`config.mk`:
```
export PLATFORM = sky130hd
export DESIGN_NAME = flash_command_state_machine
export DESIGN_NICKNAME = d
export VERILOG_FILES = /design/src/rtl/flash_command_state_machine.v
export VERILOG_INCLUDE_DIRS = /design/src /design/src/rtl
export SDC_FILE = /design/constraint.sdc
export NUM_CORES = 1
export LEC_CHECK = 0
export ABC_AREA = 1
export BUFFER_PORTS_ARGS = -buffer_cell sky130_fd_sc_hd__buf_2
export CORE_MARGIN = 10
export CORE_UTILIZATION = 30
export CTS_CLUSTER_SIZE = 12
export DETAILED_ROUTE_END_ITERATION = 12
export GPL_TIMING_DRIVEN = 1
export SLEW_MARGIN = 20
export SYNTH_ARGS = -nofsm -noshare
export SYNTH_HDL_FRONTEND = slang
export SYNTH_SLANG_ARGS = --single-unit
```
`constraint.sdc`:
```
create_clock -name REF_CLK -period 3.8 [get_ports REF_CLK]
set_input_delay 0.76 -clock REF_CLK [delete_from_list [all_inputs] [get_ports REF_CLK]]
set_output_delay 0.76 -clock REF_CLK [all_outputs]
set_load 0.01 [all_outputs]
```
`src/rtl/flash_cmd_defines.vh`:
```
/*
  command codes, read-source codes and timing for the flash command state machine.
  assumes inclusion by bare name from rtl files; definitions only.
*/
`ifndef FLASH_CMD_DEFINES_VH
`define FLASH_CMD_DEFINES_VH

// command bytes
`define CMD_READ_ARRAY 8'hFF
`define CMD_PGM_SETUP_A 8'h40
`define CMD_PGM_SETUP_B 8'h10
`define CMD_ERASE_SETUP 8'h20
`define CMD_CONFIRM 8'hD0
`define CMD_SUSPEND 8'hB0
`define CMD_READ_STATUS 8'h70
`define CMD_CLEAR_STATUS 8'h50
`define CMD_READ_ID 8'h90

// status bit positions
`define SR_READY_BIT 7
`define SR_ERASE_ERR_BIT 5
`define SR_ERASE_SUSP_BIT 6
`define SR_PGM_SUSP_BIT 2

// read source selection
`define SRC_ARRAY 2'h0
`define SRC_STATUS 2'h1
`define SRC_ID 2'h2

// reset value of status
`define SR_RESET 8'h80

// default busy times and clock period in ns
`define PGM_TIME_NS 1000
`define ERASE_TIME_NS 5000
`define CLK_PERIOD_NS 10

`endif

```
`src/rtl/flash_command_state_machine.v`:
```
/*
  command state machine of a byte-wide flash: decodes host command writes,
  selects what a read returns, and runs busy timers standing in for the
  internal program and erase algorithms.
  assumes writes arrive as one-cycle strobes synchronous to REF_CLK and that
  the array storage itself sits outside, driven by the start pulses here.
*/
`timescale 1ns/100ps
`include "flash_cmd_defines.vh"

// Operation
// - decode FF 40 10 20 D0 B0 70 50 90
// - idle states follow common command transitions
// - reads select array, identifier or status
// - program busy: ready low, only suspend, none when nested in erase suspend
// - erase busy: ready low, only suspend
// - program setup takes next write as data
// - program suspend: D0 resumes, 70 status
// - erase suspend allows program, resume, reads
// - FF data runs program, array unchanged
// - after program settle in status, error only on OP_FAIL with data not FF
// - FF in read status returns read array
module flash_command_state_machine #(
  parameter PGM_CYCLES = `PGM_TIME_NS / `CLK_PERIOD_NS,
  parameter ERASE_CYCLES = `ERASE_TIME_NS / `CLK_PERIOD_NS
) (
  // clock and reset
  input wire REF_CLK,
  input wire RST,
  // host write strobe
  input wire WR_STB,
  input wire [19:0] WR_ADDR,
  input wire [7:0] WR_DATA,
  // status of the internal algorithm error, sampled at completion
  input wire OP_FAIL,
  // array start pulses
  output reg PGM_START,
  output reg [19:0] PGM_ADDR,
  output reg [7:0] PGM_DATA,
  output reg PGM_WRITE_EN,
  output reg ERASE_START,
  output reg [19:0] ERASE_ADDR,
  // read selection and status
  output reg [1:0] READ_SRC,
  output reg [7:0] STATUS
);

  // state codes
  localparam S_RD_ARRAY = 4'h0;
  localparam S_RD_STATUS = 4'h1;
  localparam S_RD_ID = 4'h2;
  localparam S_PGM_SETUP = 4'h3;
  localparam S_PGM_BUSY = 4'h4;
  localparam S_PGM_DONE = 4'h5;
  localparam S_PSUSP_STAT = 4'h6;
  localparam S_PSUSP_ARR = 4'h7;
  localparam S_ERS_SETUP = 4'h8;
  localparam S_ERS_ERR = 4'h9;
  localparam S_ERS_BUSY = 4'hA;
  localparam S_ERS_DONE = 4'hB;
  localparam S_ESUSP_STAT = 4'hC;
  localparam S_ESUSP_ARR = 4'hD;

  reg [3:0] state_r; // current state
  reg [3:0] state_nxt; // next state
  reg [31:0] pgm_cnt_r; // program cycles left
  reg [31:0] ers_cnt_r; // erase cycles left
  reg pgm_in_esusp_r; // program nested in erase suspend
  reg err_r; // sticky erase command or op error
  reg ready_r; // ready bit
  reg err_nxt; // next error bit, also feeds status so both move together
  reg ers_susp_r; // erase suspended flag

  // decoded command bytes
  wire c_ff = WR_DATA == `CMD_READ_ARRAY;
  wire c_pgm = (WR_DATA == `CMD_PGM_SETUP_A) || (WR_DATA == `CMD_PGM_SETUP_B);
  wire c_ers = WR_DATA == `CMD_ERASE_SETUP;
  wire c_d0 = WR_DATA == `CMD_CONFIRM;
  wire c_sus = WR_DATA == `CMD_SUSPEND;
  wire c_rs = WR_DATA == `CMD_READ_STATUS;
  wire c_clr = WR_DATA == `CMD_CLEAR_STATUS;
  wire c_id = WR_DATA == `CMD_READ_ID;
  wire pgm_end = (state_r == S_PGM_BUSY) && (pgm_cnt_r == 32'h0000_0001);
  wire ers_end = (state_r == S_ERS_BUSY) && (ers_cnt_r == 32'h0000_0001);

  // next-state decode
  always @* begin
    state_nxt = state_r;
    case (state_r)
      S_RD_ARRAY, S_RD_STATUS, S_RD_ID, S_PGM_DONE, S_ERS_ERR, S_ERS_DONE: begin
        if (WR_STB) begin
          if (c_ff || c_sus || c_clr)
            state_nxt = S_RD_ARRAY;
          else if (c_rs)
            state_nxt = S_RD_STATUS;
          else if (c_id)
            state_nxt = S_RD_ID;
          else if (c_pgm)
            state_nxt = S_PGM_SETUP;
          else if (c_ers)
            state_nxt = S_ERS_SETUP;
        end
      end
      S_PGM_SETUP: begin
        if (WR_STB)
          state_nxt = S_PGM_BUSY;
      end
      S_PGM_BUSY: begin
        if (pgm_end)
          state_nxt = pgm_in_esusp_r ? S_ESUSP_STAT : S_PGM_DONE;
        else if (WR_STB && c_sus && !pgm_in_esusp_r)
          state_nxt = S_PSUSP_STAT;
      end
      S_PSUSP_STAT, S_PSUSP_ARR: begin
        if (WR_STB) begin
          if (c_d0)
            state_nxt = S_PGM_BUSY;
          else if (c_rs)
            state_nxt = S_PSUSP_STAT;
          else
            state_nxt = S_PSUSP_ARR;
        end
      end
      S_ERS_SETUP: begin
        if (WR_STB)
          state_nxt = c_d0 ? S_ERS_BUSY : S_ERS_ERR;
      end
      S_ERS_BUSY: begin
        if (ers_end)
          state_nxt = S_ERS_DONE;
        else if (WR_STB && c_sus)
          state_nxt = S_ESUSP_STAT;
      end
      S_ESUSP_STAT, S_ESUSP_ARR: begin
        if (WR_STB) begin
          if (c_d0)
            state_nxt = S_ERS_BUSY;
          else if (c_rs)
            state_nxt = S_ESUSP_STAT;
          else if (c_pgm)
            state_nxt = S_PGM_SETUP;
          else
            state_nxt = S_ESUSP_ARR;
        end
      end
      default: state_nxt = S_RD_ARRAY;
    endcase
  end

  // error bit next value; a set wins over a clear in the same cycle
  always @* begin
    err_nxt = err_r;
    if (state_r == S_ERS_SETUP && WR_STB && !c_d0)
      err_nxt = 1'b1;
    else if ((pgm_end && PGM_WRITE_EN && OP_FAIL) || (ers_end && OP_FAIL))
      err_nxt = 1'b1;
    else if (WR_STB && c_clr && ready_r && state_r != S_PGM_SETUP &&
             state_r != S_ERS_SETUP)
      err_nxt = 1'b0;
  end

  // state, counters, status and array strobes
  always @(posedge REF_CLK) begin
    if (RST) begin
      state_r <= S_RD_ARRAY;
      pgm_cnt_r <= 32'h0;
      ers_cnt_r <= 32'h0;
      pgm_in_esusp_r <= 1'b0;
      err_r <= 1'b0;
      ready_r <= 1'b1;
      ers_susp_r <= 1'b0;
      PGM_START <= 1'b0;
      PGM_ADDR <= 20'h0;
      PGM_DATA <= 8'hFF;
      PGM_WRITE_EN <= 1'b0;
      ERASE_START <= 1'b0;
      ERASE_ADDR <= 20'h0;
    end else begin
      state_r <= state_nxt;
      PGM_START <= 1'b0;
      ERASE_START <= 1'b0;
      // program data write starts the algorithm
      if (state_r == S_PGM_SETUP && WR_STB) begin
        PGM_START <= 1'b1;
        PGM_ADDR <= WR_ADDR;
        PGM_DATA <= WR_DATA;
        PGM_WRITE_EN <= ~c_ff;
        pgm_cnt_r <= PGM_CYCLES;
        pgm_in_esusp_r <= ers_susp_r;
      end else if (state_r == S_PGM_BUSY && pgm_cnt_r != 32'h0) begin
        pgm_cnt_r <= pgm_cnt_r - 32'h0000_0001; // counter holds over suspend
      end
      // erase confirm starts the algorithm
      if (state_r == S_ERS_SETUP && WR_STB && c_d0) begin
        ERASE_START <= 1'b1;
        ERASE_ADDR <= WR_ADDR;
        ers_cnt_r <= ERASE_CYCLES;
      end else if (state_r == S_ERS_BUSY && ers_cnt_r != 32'h0) begin
        ers_cnt_r <= ers_cnt_r - 32'h0000_0001;
      end
      // ready bit low only while busy
      ready_r <= (state_nxt != S_PGM_BUSY) && (state_nxt != S_ERS_BUSY);
      ers_susp_r <= (state_nxt == S_ESUSP_STAT) || (state_nxt == S_ESUSP_ARR) ||
        ((state_nxt == S_PGM_SETUP || state_nxt == S_PGM_BUSY) && ers_susp_r);
      // sticky error; FF program data never flags
      err_r <= err_nxt;
    end
  end

  // read source and status byte
  always @(posedge REF_CLK) begin
    if (RST) begin
      READ_SRC <= `SRC_ARRAY;
      STATUS <= `SR_RESET;
    end else begin
      if (state_nxt == S_RD_ARRAY || state_nxt == S_PSUSP_ARR || state_nxt == S_ESUSP_ARR)
        READ_SRC <= `SRC_ARRAY;
      else if (state_nxt == S_RD_ID)
        READ_SRC <= `SRC_ID;
      else
        READ_SRC <= `SRC_STATUS;
      STATUS <= 8'h00;
      STATUS[`SR_READY_BIT] <= (state_nxt != S_PGM_BUSY) && (state_nxt != S_ERS_BUSY);
      STATUS[`SR_ERASE_SUSP_BIT] <= (state_nxt == S_ESUSP_STAT) || (state_nxt == S_ESUSP_ARR);
      STATUS[`SR_PGM_SUSP_BIT] <= (state_nxt == S_PSUSP_STAT) || (state_nxt == S_PSUSP_ARR);
      STATUS[`SR_ERASE_ERR_BIT] <= err_nxt;
    end
  end

endmodule

```
* Word level (Yosys, flattened, before mapping) *
Index checks and enable logic that the tools add are counted.

storage, ports and cells
  word-level logic and storage cells = 131
  register bits = 133
  input port bits = 32

cells by class
  add/subtract/negate cells = 2
  reduce and logical (&&, ||, !) cells = 43
  mux-type cells = 32
  eq/ne operators = 35
  bitwise gates (word level) = 1

operator list
  cell                                                    number
  two-way mux 4 bit                                       18
  equality test 32 x 1 -> 1 bit (second input constant)   2
  nonzero test 32 bit                                     2
  subtractor 32 x 1 -> 32 bit (second input constant)     2
  equality test 4 bit (second input constant)             8
  equality test 8 bit (second input constant)             4
  equality test 4 x 3 -> 1 bit (second input constant)    7
  one-hot mux 4 bit (7 select lines)                      1
  equality test 8 x 7 -> 1 bit (second input constant)    3
  logical AND 1 bit                                       19
  two-way mux 9 bit                                       2
  equality test 4 x 2 -> 1 bit (second input constant)    4
  two-way mux 7 bit                                       2
  logical OR 1 bit                                        10
  OR reduction 2 bit                                      5
  equality test 8 x 5 -> 1 bit (second input constant)    1
  equality test 8 x 6 -> 1 bit (second input constant)    1
  zero test 4 bit                                         2
  inequality test 4 bit (second input constant)           2
  two-way mux 1 bit                                       6
  two-way mux 2 bit                                       3
  OR reduction 6 bit                                      1
  equality test 4 x 1 -> 1 bit (second input constant)    1
  inequality test 4 x 2 -> 1 bit (second input constant)  1
  4 further kinds                                         6

* Longest topological paths before layout *
Gate-level depths: netlist of run 1.

  word-level depth = 12
  depth in mapped cells = 17
  depth with buffers taken out = 16

* Least setup slack after synthesis of run 1 *
No wires, ideal clock.

  kind = input -> register
  start point = input WR_DATA[3]
  end point = register READ_SRC[1]
  slack = 1.738 ns
  stages = 13
  path buffers = 1
  arrival time = 1.950 ns
  required time = 3.688 ns
  setup time = 0.112 ns
  cell sequence = inv_1 nand2_1 nor2_2 buf_4 nand2_1 o21ai_1 nand2_1 nor2_2 nand2_2 nor2_2 nand3_1 nand3_2 nor2_1

between the ends
  longest elaborated chain between the ends = 12
  elaborated cells on any way between the ends = 42

ends and longest elaborated chain
  element                                                                line                                                                 source
  start, declared                                                        flash_command_state_machine.v:33                                     input wire [7:0] WR_DATA,
  equality test 8 x 6 -> 1 bit (no source line) (tied with other cells)  -
  two-way mux 4 bit or logical OR 1 bit (tied branches)                  flash_command_state_machine.v:100, flash_command_state_machine.v:76
  two-way mux 4 bit                                                      flash_command_state_machine.v:98                                     else if (c_pgm)
  two-way mux 4 bit                                                      flash_command_state_machine.v:96                                     else if (c_id)
  two-way mux 4 bit                                                      flash_command_state_machine.v:94                                     else if (c_rs)
  two-way mux 4 bit                                                      flash_command_state_machine.v:92                                     if (c_ff || c_sus || c_clr)
  two-way mux 4 bit                                                      flash_command_state_machine.v:91                                     if (WR_STB) begin
  one-hot mux 4 bit (7 select lines) (*)                                 flash_command_state_machine.v:89                                     case (state_r)
  equality test 4 x 3 -> 1 bit or zero test 4 bit (tied branches)        flash_command_state_machine.v:216                                    if (state_nxt == S_RD_ARRAY || state_nxt == S_PSUSP_ARR || state_nxt == S_ESUSP_ARR)
  logical OR 1 bit (2 in series)                                         flash_command_state_machine.v:216
  OR reduction 2 bit (no source line)                                    -
  end signal, assigned                                                   flash_command_state_machine.v:217                                    READ_SRC <= `SRC_ARRAY;
  end signal, assigned                                                   flash_command_state_machine.v:219                                    READ_SRC <= `SRC_ID;
  end signal, assigned                                                   flash_command_state_machine.v:221                                    READ_SRC <= `SRC_STATUS;
  end, declared                                                          flash_command_state_machine.v:44                                     output reg [1:0] READ_SRC,

Every way passes the cells marked *; elsewhere a longest branch is shown, timed or not.
A chain may end at the register's enable or synchronous reset.

* Final worst setup path of run 1 *
  start point = register ers_cnt_r[0]
  end point = register ers_cnt_r[18]

between the ends
  longest elaborated chain between the ends = 2
  elaborated cells on any way between the ends = 3

ends and longest elaborated chain
  element                                                                              line                               source
  start, declared                                                                      flash_command_state_machine.v:67   reg [31:0] ers_cnt_r;
  start signal, assigned                                                               flash_command_state_machine.v:199  ers_cnt_r <= ers_cnt_r - 32'h0000_0001;
  parallel branches: the longest is 2 deep, another holds subtractor 32 x 1 -> 32 bit  -

Parallel ways; which one is timed is not known.

==> results.json, run 1 <==
{
  "first_global_vias": 6380,
  "ir_drop_mv": 0.269,
  "wl_um": 19200,
  "arrival_ns": 2.74,
  "drv_cap": 0,
  "io-pin-count": 93,
  "rows": 54,
  "synth_top_family_by_area": "simple AND/OR/NAND/NOR gates",
  "post-route-util_pct": 36.5,
  "place.gp.congestion": 0.868,
  "die_y_um": 168,
  "yosys_warnings": 0,
  "clock_skew_ns": 0.0178,
  "synth_cells": 976,
  "r2r_cells": 12,
  "outcome": "completed",
  "clock_latency_ns": 0.42,
  "slew_headroom_pct": 50.4,
  "syn_to_final_growth_pct": 20.2,
  "syn-cell-area_um2": 6610,
  "antenna_found_initial": 0,
  "die_w_um": 168,
  "htreeDepth": 4,
  "dieArea_um2": 28400,
  "cp-end-kind": "flop",
  "synthSimpleGateAreaFrac_pct": 37.5,
  "drtIter0Drc": 373,
  "grt_max_degree": 33,
  "fin_crit_ns": 2.46,
  "grt_overflow": 0,
  "power-per-cell-area_nw_per_um2": 428,
  "core_um2": 21800,
  "fin_setup_tns_ns": 0,
  "post-cts-setup-buffers": 0,
  "final_nets": 1099,
  "synth-xor-area-share_pct": 3.98,
  "hold_viol": 0,
  "ys_seq_elements": 127,
  "route.detailed.drc": 0,
  "holdBufCountCts": 0,
  "worst-setup-path-type": "flop to flop",
  "synth-edff-count": 0,
  "n_fill_cell": 2363,
  "seqCellArea_um2": 2540,
  "setup_violations": 0,
  "initial_core_util_pct": 30.4,
  "cts.sinks": 127,
  "worstPathRequired_ns": 4.08,
  "timing.final.crit_share_pct": 64.6,
  "worst_slew_pin_slew_ns": 0.744,
  "drtAntennaViolNets": 0,
  "rsz0062_at_grt": "false",
  "cts_buffer_depth": 2,
  "cts_root_buffer": "clkbuf_16",
  "path_clk_slew_ns": 0.06,
  "synthDistinctLibCells": 45,
  "cp_max_fo": 17,
  "fmax_ghz": 0.407,
  "drt-vias-per-instance": 4.71,
  "critPathLaunchType": "flop",
  "drv_slew": 0,
  "synth-seq-area-share_pct": 38.5,
  "cts_buffers": 17,
  "synth_mux_area_share_pct": 0,
  "track_usage_pct": 13.7,
  "dpl.hpwl_um": 14500,
  "synth_compound_area_share_pct": 11.3,
  "vias": 6378,
  "synth_area_per_cell_um2": 6.77,
  "synthAdderAreaFrac_pct": 1.14,
  "port_buffers": 88,
  "grt_pass1_wl_um": 32300,
  "multiInputGateArea_um2": 3580,
  "tritoncts": "built",
  "drive_above_1_share_pct": 17.8,
  "hold_class": "flop to flop",
  "synthFlopType": "dfxtp_1",
  "dr.pass1.iters": 5,
  "ctsResizeCount": 0,
  "num_antenna_cells": 0,
  "ys_async_sr_fraction_pct": 0,
  "wl_per_cell_um": 14.1,
  "hold_depth": 2,
  "p_leak_nw": 3.88
}
==> placed cells by master (no fill, tap or decap), drive strengths merged <==
cell,instances
a21boi,2
a21oi,65
a22oi,1
a31oi,4
and3,2
buf,92
bufinv,5
clkbuf,19
clkinv,10
clkinvlp,1
conb,4
dfxtp,127
ha,6
inv,88
nand2,273
nand3,38
nand3b,2
nand4,24
nor2,180
nor3,15
nor3b,2
nor4,14
o21a,4
o21ai,60
o21ba,1
o21bai,2
o22ai,2
or2,1
xnor2,18
xor2,12
==> synth_stat cells, types with 2 or more instances <==
master    count  area share [%]
nand2_1     258              15
nor2_1      156             8.9
dfxtp_1     127              38
inv_1        75             4.3
a21oi_1      64             4.8
o21ai_0      59             4.5
nand3_1      33             2.5
nand4_1      23             2.2
xnor2_1      18             2.4
nor2_2       17             1.6
nor4_1       14             1.3
clkbuf_1     13            0.74
nand2_2      13             1.2
inv_2        12            0.68
xor2_1       12             1.6
nor3_1       10            0.76
buf_4         8            0.91
nor2_4        7             1.2
buf_2         6            0.45
ha_1          6             1.1
nand3_2       5            0.76
a31oi_1       4            0.38
o21a_1        4            0.45
nor3_4        3            0.74
and3_1        2            0.19
clkinv_1      2            0.11
clkinv_2      2            0.15
nand2_4       2            0.34
nand3b_1      2            0.23
nor3_2        2            0.30
o21bai_1      2            0.23
o22ai_1       2            0.19
==> flip-flops by register name, summed over array words and instances, names as in the netlist <==
signal	cells
ready_r	1
PGM_ADDR	20
PGM_WRITE_EN	1
state_r	4
STATUS	3
PGM_DATA	8
ers_susp_r	1
pgm_in_esusp_r	1
PGM_START	1
ERASE_ADDR	20
ers_cnt_r	32
ERASE_START	1
pgm_cnt_r	32
READ_SRC	2
==> through the flow <==
stage / std cells / total power [mW] / worst slack, ns / hold slack, ns / instance area [um2]
6_report: 1354 / 3.39 / 1.34 / 0.456 / 7940
5_1_grt: 1354 / 3.51 / 1.10 / 0.481 / 7940
4_1_cts: 1354 / 3.42 / 1.35 / 0.457 / 7940
3_5_place_dp: 1322 / 1.60 / 1.09 / 0.441 / 7280
3_3_place_gp: 1322 / 1.60 / 1.11 / 0.434 / 7280
2_1_floorplan: 979 / 1.53 / 1.74 / 0.443 / 6620
==> cell type report <==
class / count / share of cell area [%]
multi-input combinational: 732 / 45.1
sequential: 127 / 32.0
clock inverter: 13 / 2.66
inverter: 91 / 4.33
clock buffer: 19 / 5.58
timing repair buffer: 92 / 5.93
tap: 280 / 4.41
==> kinds of logic (layout without fill, tap and decap cells) <==
family	Yosys count	count (layout)
xor+xnor	30	30
other cells	1	4
fa+ha+maj	6	6
simple gates	551	551
flops	127	127
buf+inv	120	215
compound gates	141	141
==> power by group <==
part,internal (mW),total [mW],switching (mW)
clock,1.19,1.82,0.639
sequential,1.34,1.36,0.0120
combinational,0.0673,0.213,0.146
total,2.60,3.39,0.797
==> worst paths after layout <==
path / slack (ns) / startpoint / endpoint
setup / recovery: 1.34 / ers_cnt_r[0] / ers_cnt_r[18]
hold / removal: 0.46 / ERASE_ADDR[0] / ERASE_ADDR[0]
setup reg to reg: 1.34 / ers_cnt_r[0] / ers_cnt_r[18]
hold reg to reg: 0.46 / ERASE_ADDR[0] / ERASE_ADDR[0]
==> layer usage <==
layer | track usage, % | wire (um) | vias up
met1 | 17.5 | 9240 | 2896
met2 | 21.9 | 8490 | 153
li1 | - | - | 3310
met4 | 4.01 | 248 | 0
met3 | 3.91 | 1190 | 19
met5 | 0 | 0 | -
==> critical path, stage by stage (launching register included) <==
cell	delay (ns)
dfxtp_1	0.47
inv_1	0.15
ha_1	0.23
nand2_1	0.06
nor2_1	0.04
nand4_1	0.12
nand2_4	0.17
inv_2	0.30
nand3_2	0.19
nor2_2	0.25
nand2_1	0.10
o21ai_0	0.15
a21oi_1	0.08
Note: power is estimated with default switching activity, not from simulation.
==> run 2: changes to the inputs <==
Settings changed: ABC_AREA 1 to 0.
Clock period 3.8 ns to 2.2 ns, I/O delays scaled along.
==> results.json, run 2 <==
{
  "min_to": "PGM_ADDR[6]",
  "die_w_um": 160,
  "yosys_warnings": 0,
  "first_global_vias": 5867,
  "setup_slack_ns": -0.420,
  "core_um2": 19300,
  "route.detailed.drc": 0,
  "synth-seq-area-share_pct": 43.3,
  "dpl.hpwl_um": 12000,
  "power-per-cell-area_nw_per_um2": 595,
  "cts_buffers": 17,
  "grt_overflow": 0,
  "worst_slew_pin_slew_ns": 0.653,
  "synth.area.top_cells": "dfxtp_1, nand2_1, a21oi_1",
  "hold_class": "input pin to flop",
  "ys_async_sr_fraction_pct": 0,
  "synth_area_per_cell_um2": 8.06,
  "r2r_cells": 7,
  "rsz0062_at_grt": "true",
  "total_power_mw": 5.28,
  "antenna_found_initial": 0,
  "postLayoutCellArea_um2": 8870,
  "synthDistinctLibCells": 59,
  "p_leak_nw": 3.71,
  "synth_top_cell_by_area": "dfxtp_1",
  "dieArea_um2": 25600,
  "setup_violations": 75,
  "fmax_ghz": 0.382,
  "final_common_cell": "buf_4",
  "vias": 5796,
  "synthFlopType": "dfxtp_1",
  "dp_cells": 1176,
  "hold_viol": 0,
  "top_regs": "ers_cnt_r (32), pgm_cnt_r (32)",
  "wl_per_cell_um": 14.1,
  "yosysMostFrequentCell": "dfxtp_1",
  "syn-cell-area_um2": 5870,
  "instances_no_fill": 1225,
  "worst-setup-path-type": "flop to flop",
  "initial_core_util_pct": 30.4,
  "wl_um": 17300,
  "path_clk_slew_ns": 0.06,
  "timing.final.crit_share_pct": 119,
  "violations": "negative setup slack",
  "htreeDepth": 4,
  "reg2reg_to": "ers_cnt_r[23]",
  "syn_to_final_growth_pct": 51.1,
  "drt-vias-per-instance": 4.73,
  "track_usage_pct": 13.2,
  "drtAntennaViolNets": 0,
  "cts_buffer_depth": 2,
  "swShare_pct": 22.3,
  "synth-edff-count": 0,
  "min_from": "WR_ADDR[6]",
  "synth_top_cell_area_share_pct": 43.3,
  "drive_above_1_share_pct": 38.0,
  "ys_seq_elements": 127,
  "clock_latency_ns": 0.41,
  "place.gp.congestion": 0.900,
  "dr.pass1.iters": 4,
  "synth_cells": 728,
  "fin_crit_ns": 2.62,
  "drv_slew": 0,
  "holdBufCountCts": 0,
  "outcome": "finished with violations",
  "arrival_ns": 2.97,
  "fin_setup_tns_ns": -18.30,
  "placed_cell_area_um2": 7740,
  "tritoncts": "built",
  "cp-end-kind": "flop",
  "clockPowerShare_pct": 49.1,
  "reg2reg_from": "ers_cnt_r[13]",
  "final_nets": 987,
  "hold_depth": 3,
  "io-pin-count": 93,
  "p_switching_mw": 1.18,
  "clock_skew_ns": 0.00635,
  "p_seq_share_pct": 44.0,
  "pwr-share-comb_pct": 6.9,
  "r2r_setup_slack_ns": -0.42,
  "slew_headroom_pct": 55.9,
  "die_y_um": 160,
  "rows": 51,
  "grt_max_degree": 41,
  "critPathLaunchType": "flop",
  "drtIter0Drc": 262,
  "worstPathRequired_ns": 2.55,
  "drv_cap": 0,
  "cts.sinks": 127,
  "port_buffers": 88,
  "num_antenna_cells": 0,
  "ir_drop_mv": 0.528,
  "power.internal_mw": 4.10,
  "synth_common_cells": "dfxtp_1, nand2_1, nor2_1",
  "final_cell_mix": "buf_4, nand2_1, dfxtp_1",
  "cp_max_fo": 5,
  "grt_pass1_wl_um": 28500,
  "cts_root_buffer": "clkbuf_16"
}
-- run 2: repair_timing --
item,in CTS,in global routing
endpoints found under the hold margin,0,0
setup endpoints to repair,75,75
pin swaps,37,44
resized for setup,53,48
gates cloned,1,0
buffers inserted,14,10
-- run 2: cell families after synthesis --
family / count (synthesis) / synth area share, %
flops: 127 / 43.3
other cells: 1 / 0.0639
fa+ha+maj: 6 / 1.28
xor+xnor: 57 / 8.50
compound gates: 113 / 11.4
buf+inv: 57 / 4.33
mux: 1 / 0.171
simple gates: 366 / 31.0
-- run 2: metrics by stage --
stage | hold WS [ns] | worst slack, ns | utilization, %
2_1_floorplan | 0.445 | -0.419 | -
3_3_place_gp | 0.440 | -0.416 | 40.1
3_5_place_dp | 0.444 | -0.464 | 40.1
4_1_cts | 0.253 | -0.413 | 44.5
5_1_grt | 0.256 | -0.499 | 45.9
6_report | 0.268 | -0.420 | 45.9
-- run 2: worst max-delay path, cell delays in order (launching register included) --
cell and delay, ns:
dfxtp_1 0.31, or4_4 0.55, or4b_4 0.56, nor2_4 0.11, nand4_4 0.11, or3_4 0.37
or4_4 0.42, a21oi_2 0.12
-- run 2: routing by layer --
metal	GRT usage, %	wire length (um)
met5	0	0
met4	4.34	219
met3	4.19	850
met2	21.8	8190
met1	15.9	8010
-- run 2: worst max path at each step --
stage,cells after the start,endpoint,start
floorplan,8,pgm_cnt_r[25],pgm_cnt_r[6]
global placement,7,ers_cnt_r[23],ers_cnt_r[14]
detailed placement,7,ers_cnt_r[23],ers_cnt_r[14]
CTS,7,ers_cnt_r[23],ers_cnt_r[14]
global route,8,ers_cnt_r[29],ers_cnt_r[9]
finish,7,ers_cnt_r[23],ers_cnt_r[13]
-- run 2: layout make-up --
cell class / count / area [um2]
clock buffers: 23 / 478
clock inverters: 7 / 62.6
fillers: 1872 / 10500
inverters: 9 / 33.8
multi-input cells: 547 / 3620
flip-flops and latches: 127 / 2550
well taps: 265 / 332
repair buffers: 247 / 1800
-- run 2: power groups by stage --
| stage | sequential, mW | combinational, mW | clock, mW |
|---|---|---|---|
| floorplan | 2.37 | 0.155 | 0 |
| global placement | 2.37 | 0.319 | 0 |
| detailed placement | 2.37 | 0.319 | 0 |
| CTS | 2.32 | 0.351 | 2.65 |
| global route | 2.32 | 0.398 | 2.75 |
| finish | 2.32 | 0.364 | 2.59 |
==> run 3: changes to the inputs <==
Settings changed: GPL_TIMING_DRIVEN 1 to 0.
==> results.json, run 3 (synthesized netlist as in run 2, its figures left out) <==
{
  "cp-end-kind": "flop",
  "wl_um": 17400,
  "vias": 5592,
  "r2r_setup_slack_ns": -0.50,
  "drtIter0Drc": 380,
  "worst_slew_pin_slew_ns": 0.704,
  "die_w_um": 160,
  "clock_latency_ns": 0.42,
  "clock_skew_ns": 0.0110,
  "grtUsageMet1_pct": 17.0,
  "worst_hold_slack_ns": 0.268,
  "grt_util_met2_pct": 20.7,
  "post-route-util_pct": 42.8,
  "rsz0062_at_grt": "true",
  "p_leak_nw": 3.27,
  "drt-vias-per-instance": 4.83,
  "die_y_um": 160,
  "cts.sinks": 127,
  "drive_above_1_share_pct": 33.2,
  "fin_crit_ns": 2.70,
  "final_common_cell": "nand2_1",
  "worst_path_most_repeated_cell": "or4_4",
  "fmax_ghz": 0.371,
  "timing.final.crit_share_pct": 123,
  "syn_to_final_growth_pct": 41.0,
  "grt_pass1_wl_um": 28100,
  "route.detailed.drc": 0,
  "grt_overflow": 0,
  "setup_slack_ns": -0.498,
  "cp_slowest_cell": "or4_4",
  "crit_path_cell_trace": "or4_4, or4_4, or4_4, nand4_4, or3_4, buf_6, xor2_1, nor2_1",
  "drv_slew": 0,
  "tritoncts": "built",
  "hold_viol": 0,
  "grt_use_met3_pct": 3.78,
  "arrival_ns": 3.00,
  "postLayoutCellArea_um2": 8280,
  "path_clk_slew_ns": 0.06,
  "dieArea_um2": 25600,
  "htreeDepth": 4,
  "power-per-cell-area_nw_per_um2": 667,
  "holdBufCountCts": 0,
  "power.internal_mw": 4.21,
  "crit_family": "simple AND/OR/NAND/NOR gates",
  "ir_drop_mv": 0.519,
  "initial_core_util_pct": 30.4,
  "drv_cap": 0,
  "antenna_found_initial": 0,
  "worstPathRequired_ns": 2.50,
  "slew_headroom_pct": 53.0,
  "placed_cell_area_um2": 6850,
  "final_cell_mix": "nand2_1, dfxtp_1, buf_2",
  "io-pin-count": 93,
  "critPathLaunchType": "flop",
  "first_global_vias": 5509,
  "cpPeakStageDelay_ns": 0.62,
  "top_regs": "ers_cnt_r (32), pgm_cnt_r (32)",
  "swShare_pct": 23.7,
  "violations": "negative setup slack",
  "wl_per_cell_um": 15.1,
  "place.gp.congestion": 0.868,
  "p_switching_mw": 1.31,
  "grt_max_degree": 17,
  "top_usage_layer": "met2",
  "dpl.hpwl_um": 12000,
  "path_buf_inv": 1,
  "final_nets": 917,
  "num_antenna_cells": 0,
  "cp_max_fo": 5,
  "drtAntennaViolNets": 0,
  "hold_class": "input pin to flop",
  "rows": 51,
  "clockPowerShare_pct": 52.8,
  "core_um2": 19300,
  "outcome": "finished with violations",
  "cts_root_buffer": "clkbuf_16",
  "pwr-share-comb_pct": 5.3,
  "setup_violations": 74,
  "cts_buffers": 17,
  "port_buffers": 85,
  "cts_buffer_depth": 2,
  "dr.pass1.iters": 5,
  "p_seq_share_pct": 41.9,
  "worst-setup-path-type": "flop to flop",
  "track_usage_pct": 13.2
}
## run 3: cell types whose count changed in the layout (fill, tap and decap cells not counted), moves of 4 or more
cell	delta
a21oi_2	+4
buf_12	-5
clkbuf_1	+13
buf_6	-10
buf_4	-86
dfxtp_1	-4
or3_4	+4
clkbuf_2	+15
## run 3: path summary, 6_finish.rpt
check | from | end | depth (start not counted)
hold / removal | WR_ADDR[6] | PGM_ADDR[6] | 3
hold reg to reg | ERASE_ADDR[3] | ERASE_ADDR[3] | 2
setup / recovery | ers_cnt_r[13] | ers_cnt_r[21] | 8
setup reg to reg | ers_cnt_r[13] | ers_cnt_r[21] | 8
## run 3: layout make-up
class,instances,area (um2)
Inverter,9,33.8
Tap cell,265,332
Sequential cell,127,2560
Clock inverter,15,186
Fill cell,1906,11100
Timing Repair Buffer,133,842
Buffer,44,240
Multi-Input combinational cell,547,3660
Clock buffer,17,425
## run 3: through the flow
step / setup WS, ns / power, mW / TNS [ns] / std cells
3_3_place_gp: -0.728 / 2.62 / -47.56 / 1081
5_1_grt: -0.572 / 5.71 / -28.24 / 1157
2_1_floorplan: -0.419 / 2.52 / -12.17 / 731
6_report: -0.498 / 5.53 / -21.33 / 1157
4_1_cts: -0.466 / 5.56 / -21.42 / 1147
3_5_place_dp: -0.729 / 2.62 / -48.66 / 1081
## run 3: layer usage
layer  share of wire (%)  up-vias
li1                    -     2818
met5                   0        -
met3                 5.3       26
met1                  47     2617
met2                  46      131
met4                 1.8        0
## run 3: power groups by stage
stage	Combinational (mW)	Clock [mW]	Sequential, mW
2_1_floorplan	0.155	0	2.37
3_3_place_gp	0.254	0	2.37
3_5_place_dp	0.254	0	2.37
4_1_cts	0.275	2.97	2.31
5_1_grt	0.321	3.07	2.32
6_report	0.292	2.92	2.32
## run 3: timing repair
| action | in CTS | in global routing |
|---|---|---|
| pin swaps | 44 | 48 |
| gates resized for setup | 69 | 71 |
| buffers inserted | 35 | 14 |
| setup endpoints to repair | 126 | 127 |
| gates cloned | 1 | 0 |
## run 3: tightest hold or removal path, cell delays in order
cell     delay, ns
buf_2         0.10
nand2_1       0.05
a21oi_1       0.05
